## src/hw/dio_params.svh

```systemverilog
// constants for the digital i/o time-proportioning point
// assumes a 100 MHz ref_clk and a line-cycle pulse from the mains detector
`ifndef DIO_PARAMS_SVH
`define DIO_PARAMS_SVH
`define DIO_CLK_HZ          100000000
`define DIO_TENTH_S_NS      100000000
`define DIO_CLK_PERIOD_NS   10
`define DIO_TENTH_CYCLES    (`DIO_TENTH_S_NS / `DIO_CLK_PERIOD_NS)
`define DIO_PERIOD_MIN      10'd1
`define DIO_PERIOD_MAX      10'd600
`define DIO_PCT_FULL        10'd1000
`define DIO_VTB_SLOT        2'd3
`define DIO_DIR_DRY         2'd0
`define DIO_DIR_VOLT        2'd1
`define DIO_DIR_OUT         2'd2
`endif

```

## src/hw/dio_pkg.sv

```systemverilog
// types shared by the digital i/o point and its helpers
// assumes dio_params.svh supplies the numeric constants
package dio_pkg;
    typedef logic [9:0] dio_pct_t;
    typedef enum logic {DIO_TB_FIXED, DIO_TB_VARIABLE} dio_tb_e;
    typedef struct packed {
        logic     on;
        dio_pct_t pct;
    } dio_demand_s;
    typedef struct packed {
        dio_pct_t low;
        dio_pct_t high;
    } dio_scale_s;
endpackage

```

## src/hw/dio_point.sv

```systemverilog
// configurable digital i/o point with time-proportioned output
// assumes synchronous field input and a one-cycle line_cycle pulse per ac cycle
//
// What this block does
// direction selects dry contact, voltage, or output
// input mode: transmitted signal follows field input
// off or zero demand holds output off
// on or full demand holds output on
// intermediate demand: on-time fraction matches percentage
// fixed base: on for fraction, then off
// fixed period 0.1 to 60 s
// variable base: whole line cycles, three minimum
// half: 3 on 3 off; two-thirds: 6/3
// low limit is power at zero demand
// high limit is power at full demand
// demand maps linearly between the limits
// changes apply next period; output starts off
`timescale 1ns/1ns
`include "dio_params.svh"
module dio_point
    import dio_pkg::*;
#(
    parameter int TENTH_CYCLES = `DIO_TENTH_CYCLES
) (
    input  wire logic        ref_clk,
    input  wire logic        reset,
    input  wire logic [1:0]  direction,
    input  wire logic        contact_closed,
    input  wire logic        voltage_present,
    input  wire dio_demand_s demand,
    input  wire logic        demand_is_digital,
    input  wire dio_scale_s  limits,
    input  wire dio_tb_e     time_base,
    input  wire logic [9:0]  fixed_period,
    input  wire logic        line_cycle,
    output logic             function_block,
    output logic             field_out,
    output logic             field_out_en,
    output dio_pct_t         applied_power
);
    typedef struct packed {
        logic        xmit;
        logic        out;
        logic        drive;
        dio_tb_e     tb;
        logic [9:0]  period;
        logic [9:0]  on_len;
        logic [9:0]  pos;
        dio_pct_t    power;
        logic        force_on;
        logic        force_off;
        logic [15:0] acc;
        logic [1:0]  slot;
    } dio_state_s;
    dio_state_s state;
    dio_state_s next_state;
    dio_pct_t   scaled;
    logic       tick;
    logic [9:0] per;
    logic [19:0] on_prod;
    logic       is_out;
    logic       want_off;
    logic       want_on;
    logic       period_end;
    logic [15:0] acc_sum;

    dio_scale u_scale (
        .ref_clk (ref_clk),
        .reset   (reset),
        .demand  (demand),
        .limits  (limits),
        .power   (scaled)
    );

    dio_tick #(
        .TENTH_CYCLES (TENTH_CYCLES)
    ) u_tick (
        .ref_clk (ref_clk),
        .reset   (reset),
        .tick    (tick)
    );

    // direction decode and demand classification
    always_comb begin
        is_out = (direction == `DIO_DIR_OUT);
        want_off = demand_is_digital ? !demand.on : (demand.pct == 10'h000);
        want_on = demand_is_digital ? demand.on : (demand.pct >= `DIO_PCT_FULL);
        per = fixed_period;
        if (per < `DIO_PERIOD_MIN)
            per = `DIO_PERIOD_MIN;
        else if (per > `DIO_PERIOD_MAX)
            per = `DIO_PERIOD_MAX;
        on_prod = scaled * per;
        // a latched period of zero, as after reset, ends on the first tick;
        // otherwise period - 1 wraps to 1023 and the first period would last 1024 ticks
        if (state.tb == DIO_TB_FIXED)
            period_end = tick && ((state.period == 10'h000) ||
                                  (state.pos >= state.period - 10'd1));
        else
            period_end = line_cycle && (state.slot == `DIO_VTB_SLOT - 2'd1);
        acc_sum = state.acc + 16'(state.power);
    end

    // sequencer: latches settings at period boundaries so a change never
    // chops a running on-interval; inputs of the point bypass it entirely
    always_comb begin
        next_state = state;
        next_state.drive = is_out;
        if (direction == `DIO_DIR_DRY)
            next_state.xmit = contact_closed;
        else if (direction == `DIO_DIR_VOLT)
            next_state.xmit = voltage_present;
        else
            next_state.xmit = 1'b0;
        if (!is_out) begin
            next_state.out = 1'b0;
            next_state.pos = '0;
            next_state.slot = '0;
            next_state.acc = '0;
        end else begin
            if (state.tb == DIO_TB_FIXED) begin
                if (tick)
                    next_state.pos = period_end ? 10'h000 : state.pos + 10'd1;
            end else if (line_cycle) begin
                next_state.slot = period_end ? 2'd0 : state.slot + 2'd1;
            end
            if (period_end) begin
                // new period: take the latest settings
                next_state.tb = time_base;
                next_state.period = per;
                next_state.on_len = 10'(on_prod / 20'd1000);
                next_state.power = scaled;
                next_state.force_off = want_off;
                next_state.force_on = want_on;
                // variable base: accumulate power, one 3-cycle slot each decision
                if (state.tb == DIO_TB_VARIABLE) begin
                    if (acc_sum >= 16'(`DIO_PCT_FULL)) begin
                        next_state.acc = acc_sum - 16'(`DIO_PCT_FULL);
                        next_state.out = 1'b1;
                    end else begin
                        next_state.acc = acc_sum;
                        next_state.out = 1'b0;
                    end
                end
            end
            // the first slot of a new period already obeys the new forcing and on_len; a variable-base slot is still decided from the previous power
            if (next_state.force_off)
                next_state.out = 1'b0;
            else if (next_state.force_on)
                next_state.out = 1'b1;
            else if (state.tb == DIO_TB_FIXED)
                next_state.out = (next_state.pos < next_state.on_len);
            if (period_end && want_off)
                next_state.out = 1'b0;
        end
    end

    // state starts with the output off and a period of zero
    always_ff @(posedge ref_clk or posedge reset) begin
        if (reset) begin
            state <= '0;
        end else begin
            state <= next_state;
        end
    end

    assign function_block = state.xmit;
    assign field_out = state.out;
    assign field_out_en = state.drive;
    assign applied_power = state.power;
endmodule

```

## src/hw/dio_scale.sv

```systemverilog
// linear map of demand between low and high power limits
// assumes demand, limits in tenth-percent, 0..1000
`timescale 1ns/1ns
`include "dio_params.svh"
module dio_scale
    import dio_pkg::*;
(
    input  wire logic        ref_clk,
    input  wire logic        reset,
    input  wire dio_demand_s demand,
    input  wire dio_scale_s  limits,
    output dio_pct_t         power
);
    typedef struct packed {
        dio_pct_t power;
    } dio_sc_state_s;
    dio_sc_state_s state;
    dio_sc_state_s next_state;
    logic signed [21:0] span;
    logic signed [21:0] prod;
    logic signed [21:0] res;
    // power = low + (high - low) * pct / 1000, clamped
    always_comb begin
        next_state = state;
        span = 22'(signed'({1'b0, limits.high})) - 22'(signed'({1'b0, limits.low}));
        prod = span * 22'(signed'({1'b0, demand.pct}));
        res = 22'(signed'({1'b0, limits.low})) + prod / 22'sd1000;
        if (demand.pct == 10'h000)
            res = 22'(signed'({1'b0, limits.low}));
        else if (demand.pct >= `DIO_PCT_FULL)
            res = 22'(signed'({1'b0, limits.high}));
        if (res < 22'sd0)
            res = 22'sd0;
        else if (res > 22'sd1000)
            res = 22'sd1000;
        next_state.power = res[9:0];
    end
    // registered so the product stays off the switching path
    always_ff @(posedge ref_clk or posedge reset) begin
        if (reset) begin
            state <= '0;
        end else begin
            state <= next_state;
        end
    end
    assign power = state.power;
endmodule

```

## src/hw/dio_tick.sv

```systemverilog
// divider producing a one-cycle pulse every tenth of a second
// assumes ref_clk at the rate in dio_params.svh
`timescale 1ns/1ns
`include "dio_params.svh"
module dio_tick
    import dio_pkg::*;
#(
    parameter int TENTH_CYCLES = `DIO_TENTH_CYCLES
) (
    input  wire logic ref_clk,
    input  wire logic reset,
    output logic      tick
);
    typedef struct packed {
        logic [23:0] cnt;
        logic        tick;
    } dio_tk_state_s;
    dio_tk_state_s state;
    dio_tk_state_s next_state;
    // wrap counter; tick is registered for clean timing
    always_comb begin
        next_state = state;
        next_state.tick = 1'b0;
        if (state.cnt >= 24'(TENTH_CYCLES - 1)) begin
            next_state.cnt = '0;
            next_state.tick = 1'b1;
        end else begin
            next_state.cnt = state.cnt + 24'h000001;
        end
    end
    always_ff @(posedge ref_clk or posedge reset) begin
        if (reset) begin
            state <= '0;
        end else begin
            state <= next_state;
        end
    end
    assign tick = state.tick;
endmodule

```

## config.mk

```make
export PLATFORM = sky130hd
export DESIGN_NAME = dio_point
export DESIGN_NICKNAME = d
export VERILOG_FILES = /design/src/hw/dio_pkg.sv /design/src/hw/dio_point.sv /design/src/hw/dio_scale.sv /design/src/hw/dio_tick.sv
export VERILOG_INCLUDE_DIRS = /design/src /design/src/hw
export SDC_FILE = /design/constraint.sdc
export NUM_CORES = 1
export LEC_CHECK = 0
export ABC_AREA = 1
export BUFFER_PORTS_ARGS = -buffer_cell sky130_fd_sc_hd__buf_2
export CORE_MARGIN = 2
export CORE_UTILIZATION = 65
export DETAILED_ROUTE_END_ITERATION = 8
export PLACE_DENSITY = 0.9
export RECOVER_POWER = 100
export SYNTH_ARGS = -nofsm -noshare
export SYNTH_HDL_FRONTEND = slang
export SYNTH_SLANG_ARGS = --single-unit
```

## constraint.sdc

```tcl
create_clock -name ref_clk -period 23 [get_ports ref_clk]
set_input_delay 1.15 -clock ref_clk [delete_from_list [all_inputs] [get_ports ref_clk]]
set_output_delay 1.15 -clock ref_clk [all_outputs]
set_load 0.05 [all_outputs]
```

==> flow_summary.yaml, run 1 <==
outcome:
  run_status: "complete, but fails checks"
  failed_checks: "max-capacitance violations, max-slew violations"
timing:
  final.setup.tns_ps: 0
  timing.slew.headroom: -1.53
  finalSetupViolCount: 0
  hold_ws_ps: 469
  period_share: 0.838
  final_hold_viol_count: 0
  timing_max_transition_violations_final: 73
  finClkSkew_ps: 13.4
  grt_setup_unrepaired: "false"
  fmax_ghz: 0.0519
  max_slew.worst_pin.slew_ps: 3800
  fin_crit_ps: 19280
setup_path:
  worst_setup_path_end_kind: "flip-flop"
  critPathSlowestCell: "fa_1"
  max_stage_delay_on_crit_path_ps: 700
  critPathBufInv: 14
  cp_data_arrival_time_ps: 19510
  timing.setup.critical_path_class: "input pin to flip-flop"
  critical_path_peak_fanout: 28
  cp.required_ps: 23240
  cp_top_family: "simple AND/OR/NAND/NOR gates"
  most_frequent_cell_on_the_critical_path: "nand2_1"
  worstSetupStartpointType: "input pin"
die:
  die_width_um: 181
  die_area_um2: 32800
  dieHeight_um: 181
  design.portCount: 63
  std_cell_rows: 64
  start_util: 0.664
  coreArea_um2: 30700
clock_network:
  cts_hold_buffers: 0
  post-cts-setup-buffer-count: 0
  cts.htree.levels: 3
  cells_resized_by_post_cts_repair: 0
  clk_pin_slew_worst_paths_ps: 70
  insertion_delay_ps: 370
  cts_tree: "yes"
  clock_path_buffers: 2
  cts.root.buffer_cell: "clkbuf_16"
  num_cts_buffers: 9
  tritoncts_num_sinks: 99
yosys:
  cell_accounting_for_the_most_synthesized_area: "fa_1"
  synth.yosys.seq_area_share: 0.121
  post_synthesis_compound_gate_area_fraction: 0.0916
  synth-adder-area-share: 0.267
  synth_simple_gate_area_share: 0.338
  synth-seq-cells: 99
  synth_top_family_by_area: "simple AND/OR/NAND/NOR gates"
  ys.warnings.count: 0
  summed_instance_area_of_the_synthesized_netlist_um2: 20400
  synth-xor-area-share: 0.0472
  syn_inst: 3146
  post_synth_main_area_contributors: "fa_1 (17%), nand2_1 (14%), dfrtp_1 (12%)"
  mappedNetlistNets: 3530
  mean_instance_size_in_the_synthesized_netlist_um2: 6.49
  yosysUniqueCellTypes: 62
  synth_largest_type_area_fraction: 0.167
  post_synth_mux_area_share: 0
  async_flop_share: 1.00
  synth_edf_count: 0
  dominantRegCellSynth: "dfrtp_1"
routing:
  route.antenna.remaining_nets: 0
  route.detailed.vias_per_inst: 5.63
  drt-initial-drc-count: 1663
  totalWireLength_mm: 52.5
  routed-via-count: 20200
  first_pass_iters: 6
  avgRoutedWirePerCell_um: 14.7
  detail_route.drc_violations: 0
cells_and_area:
  layout-drive-gt1-share: 0.0701
  num-nets-final: 3562
  layout.core_utilization: 0.691
  multi_input_comb_area_um2: 15100
  syn2layout_area_growth_pct: 4.05
  fin_area_um2: 21200
  register_area_um2: 2480
  fill_cells: 2543
global_routing:
  grt_pass1_vias: 20300
  grt_usage: 0.329
  wire_length_of_the_first_global_routing_pass_mm: 90.7
  grt_antenna_before_repair: 0
  grt_start_max_net_pins: 73
  overflow: 0
placement:
  place_hpwl_mm: 42.9
  io_buffer_count: 62
  routabilityCongestion: 0.993
  dpl-instance-area_um2: 21000
run:
  drv_cap: 1
min_path:
  hp-class: "flip-flop to flip-flop"
## cells in the final DEF, fill, tap and decap left out, types with 86 or more instances in the layout
cell type,Yosys,layout
nand3_1,202,209
a21oi_1,98,99
o21ai_0,113,114
inv_1,630,632
fa_1,170,170
nand2_1,786,794
xor2_1,86,86
dfrtp_1,99,99
ha_1,164,164
nor2_1,326,325
## metrics by stage
step                setup WS [ps]  instances
floorplan                    7670       3146
CTS                          5310       3579
detailed placement           4950       3563
global route                 1880       3579
global placement             5820       3563
finish                       3720       3580
## cell usage after synthesis (all sizes together), types with 30 or more instances
library cell  count
nand4            46
fa              170
xor2             86
nor3             38
clkbuf           30
nand3           225
inv             663
nor2            351
ha              164
a21oi           107
nand2           849
o21ai           137
dfrtp            99
## flip-flops by register name, indices dropped and copies added (netlist names)
name            cells
applied_power      10
u_scale.power      10
u_tick.tick         1
function_block      1
u_tick.state       24
state              51
field_out_en        1
field_out           1
## cell type report
type	count	share of cell area
Multi-Input combinational cell	2327	0.712
Inverter	673	0.119
Sequential cell	99	0.117
Tap cell	396	0.0233
Timing Repair Buffer	68	0.0153
Clock buffer	10	0.0108
Clock inverter	6	0.00336
Antenna cell	1	0.000118
## metal layers
layer	GRT usage	share of wire
met1	0.394	0.39
met2	0.598	0.49
met3	0.0399	0.075
met4	0.135	0.036
met5	0	0
## cell families (layout without fill, tap and decap cells)
family / after synthesis / in the layout
compound gates: 320 / 320
xor+xnor: 110 / 110
fa+ha+maj: 334 / 334
buf+inv: 720 / 757
flops: 99 / 99
other cells: 0 / 1
simple gates: 1563 / 1563
## final timing paths
path	startpoint	to	slack [ps]	cells after the start
worst min register to register	u_tick.state[1]	u_tick.state[1]	470	1
worst max-delay path	limits[0]	u_scale.power[4]	3720	109
min in group asynchronous	reset	state[2]	1010	2
worst max register to register	u_scale.power[2]	field_out	9540	77
worst min-delay path	u_tick.state[1]	u_tick.state[1]	470	1
max in group asynchronous	reset	u_tick.state[8]	17860	3
Power of run 1 is not shown: default switching activity piles up to over one toggle a cycle in this logic, so the estimate is an artifact.
==> run 2, diff against run 1 <==
Clock period 23 ns to 17.85 ns, I/O delays scaled along.
==> run 2 against run 1 <==
  * The flow still finishes with violations (max-capacitance violations, max-slew violations)
  * Sequential cell count unchanged
  * Register-to-register slack worse by 5400 ps
  * Cell area up 1.5%
==> flow_summary.yaml, run 2 (same netlist as run 1, synthesis figures left out) <==
routing:
  route.antenna.remaining_nets: 0
  first_pass_iters: 6
  drt-initial-drc-count: 1775
  route.detailed.vias_per_inst: 5.66
  detail_route.drc_violations: 0
  routed-via-count: 20300
  totalWireLength_mm: 52.9
  avgRoutedWirePerCell_um: 14.7
placement:
  io_buffer_count: 62
  dpl-instance-area_um2: 21100
  routabilityCongestion: 0.963
  dpl.cell_count: 3564
  place_hpwl_mm: 42.7
timing:
  fmax_ghz: 0.0600
  period_share: 0.934
  max_slew.worst_pin.slew_ps: 3830
  final_hold_viol_count: 0
  fin_crit_ps: 16670
  finalSetupViolCount: 0
  timing_max_transition_violations_final: 73
  finClkSkew_ps: 10.4
  timing.slew.headroom: -1.55
  hold_ws_ps: 475
setup_path:
  cp.required_ps: 18110
  critPathSlowestCell: "fa_1"
  max_stage_delay_on_crit_path_ps: 560
  critical_path_peak_fanout: 10
  worstSetupStartpointType: "input pin"
  cp_data_arrival_time_ps: 16930
  timing.setup.critical_path_class: "input pin to flip-flop"
  worst_setup_path_end_kind: "flip-flop"
  most_frequent_cell_on_the_critical_path: "nand2_1"
  reg_to_reg_slack_setup_ps: 4090
cells_and_area:
  layout.cells.most_common_list: "nand2_1 (786), inv_1 (629), nor2_1 (312)"
  syn2layout_area_growth_pct: 5.64
  layout.core_utilization: 0.701
  largest_register_ffs: 51
  fill_cells: 2478
  fin_area_um2: 21600
  biggest_regs: "state (51), u_tick.state (24)"
  layout_commonest_cell: "nand2_1"
  final_cell_count_no_fill: 3593
  top_register: "state"
  layout-drive-gt1-share: 0.0907
  diodes: 0
  num-nets-final: 3576
die:
  die_area_um2: 32800
  design.portCount: 63
  dieHeight_um: 181
  std_cell_rows: 64
  coreArea_um2: 30700
  die_width_um: 181
  start_util: 0.664
global_routing:
  grt_start_max_net_pins: 73
  overflow: 0
  grt_antenna_before_repair: 0
  wire_length_of_the_first_global_routing_pass_mm: 89.6
  grt_pass1_vias: 20000
  grt_usage: 0.324
clock_network:
  tritoncts_num_sinks: 99
  num_cts_buffers: 9
  cts_tree: "yes"
  insertion_delay_ps: 370
  clk_pin_slew_worst_paths_ps: 80
  cts_hold_buffers: 0
  cts.root.buffer_cell: "clkbuf_16"
  clock_path_buffers: 2
  cts.htree.levels: 3
run:
  drv_cap: 1
outcome:
  failed_checks: "max-capacitance violations, max-slew violations"
  run_status: "complete, but fails checks"
min_path:
  hp-class: "flip-flop to flip-flop"
==> run 2: cell count changes in the layout (fill, tap and decap cells not counted), sizes merged <==
cell    before  now
nand2      849  850
bufinv       1    0
clkbuf      27   26
diode        1    0
inv        665  668
buf         51   63
==> run 2: area by class of cell <==
| cell class | instances | area, um2 | share of cell area |
|---|---|---|---|
| clock inverters | 7 | 73.8 | 0.00342 |
| flip-flops and latches | 99 | 2480 | 0.115 |
| inverters | 673 | 2530 | 0.117 |
| well taps | 396 | 495 | 0.0230 |
| repair inverters | 1 | 5.00 | 0.000232 |
| clock buffers | 9 | 225 | 0.0104 |
| multi-input cells | 2328 | 15300 | 0.712 |
| repair buffers | 80 | 414 | 0.0192 |
==> run 2: what timing repair did <==
item,in CTS,in global routing
setup endpoints to repair,0,10
setup buffers,0,11
endpoints found under the hold margin,0,0
resized for setup,0,57
==> run 2: metal layers <==
metal,routed length [um],up-vias,global-route usage,share of wire
met1,21000,9525,0.394,0.40
met4,1760,0,0.120,0.033
met5,0,-,0,0
met3,3780,153,0.0397,0.071
li1,-,9831,-,-
met2,26400,831,0.587,0.50
==> run 2: through the flow <==
stage,setup slack [ps],setup TNS [ps]
after detailed placement,112,0
after global routing,-149,-1240
after floorplan,2780,0
final,1180,0
after global placement,943,0
after CTS,460,0
==> run 2: path summary, 6_finish.rpt <==
kind                                  start  cells past startpoint               end
setup / recovery                  limits[0]                    112  u_scale.power[7]
hold / removal              u_tick.state[1]                      1   u_tick.state[1]
setup reg to reg           u_scale.power[5]                     79         field_out
hold reg to reg             u_tick.state[1]                      1   u_tick.state[1]
max in group asynchronous             reset                      3   u_tick.state[9]
min in group asynchronous             reset                      2  applied_power[2]
==> run 2: critical path, delay by kind of cell <==
family                     cells  cell delay (ps)
and+or+nand+nor               65             6970
adders and majority gates     10             4160
AOI/OAI and AO/OA             18             3190
buffers and inverters         18             1500
xor gates and xnor gates       1              140
Power of run 2 is left out for the same reason.
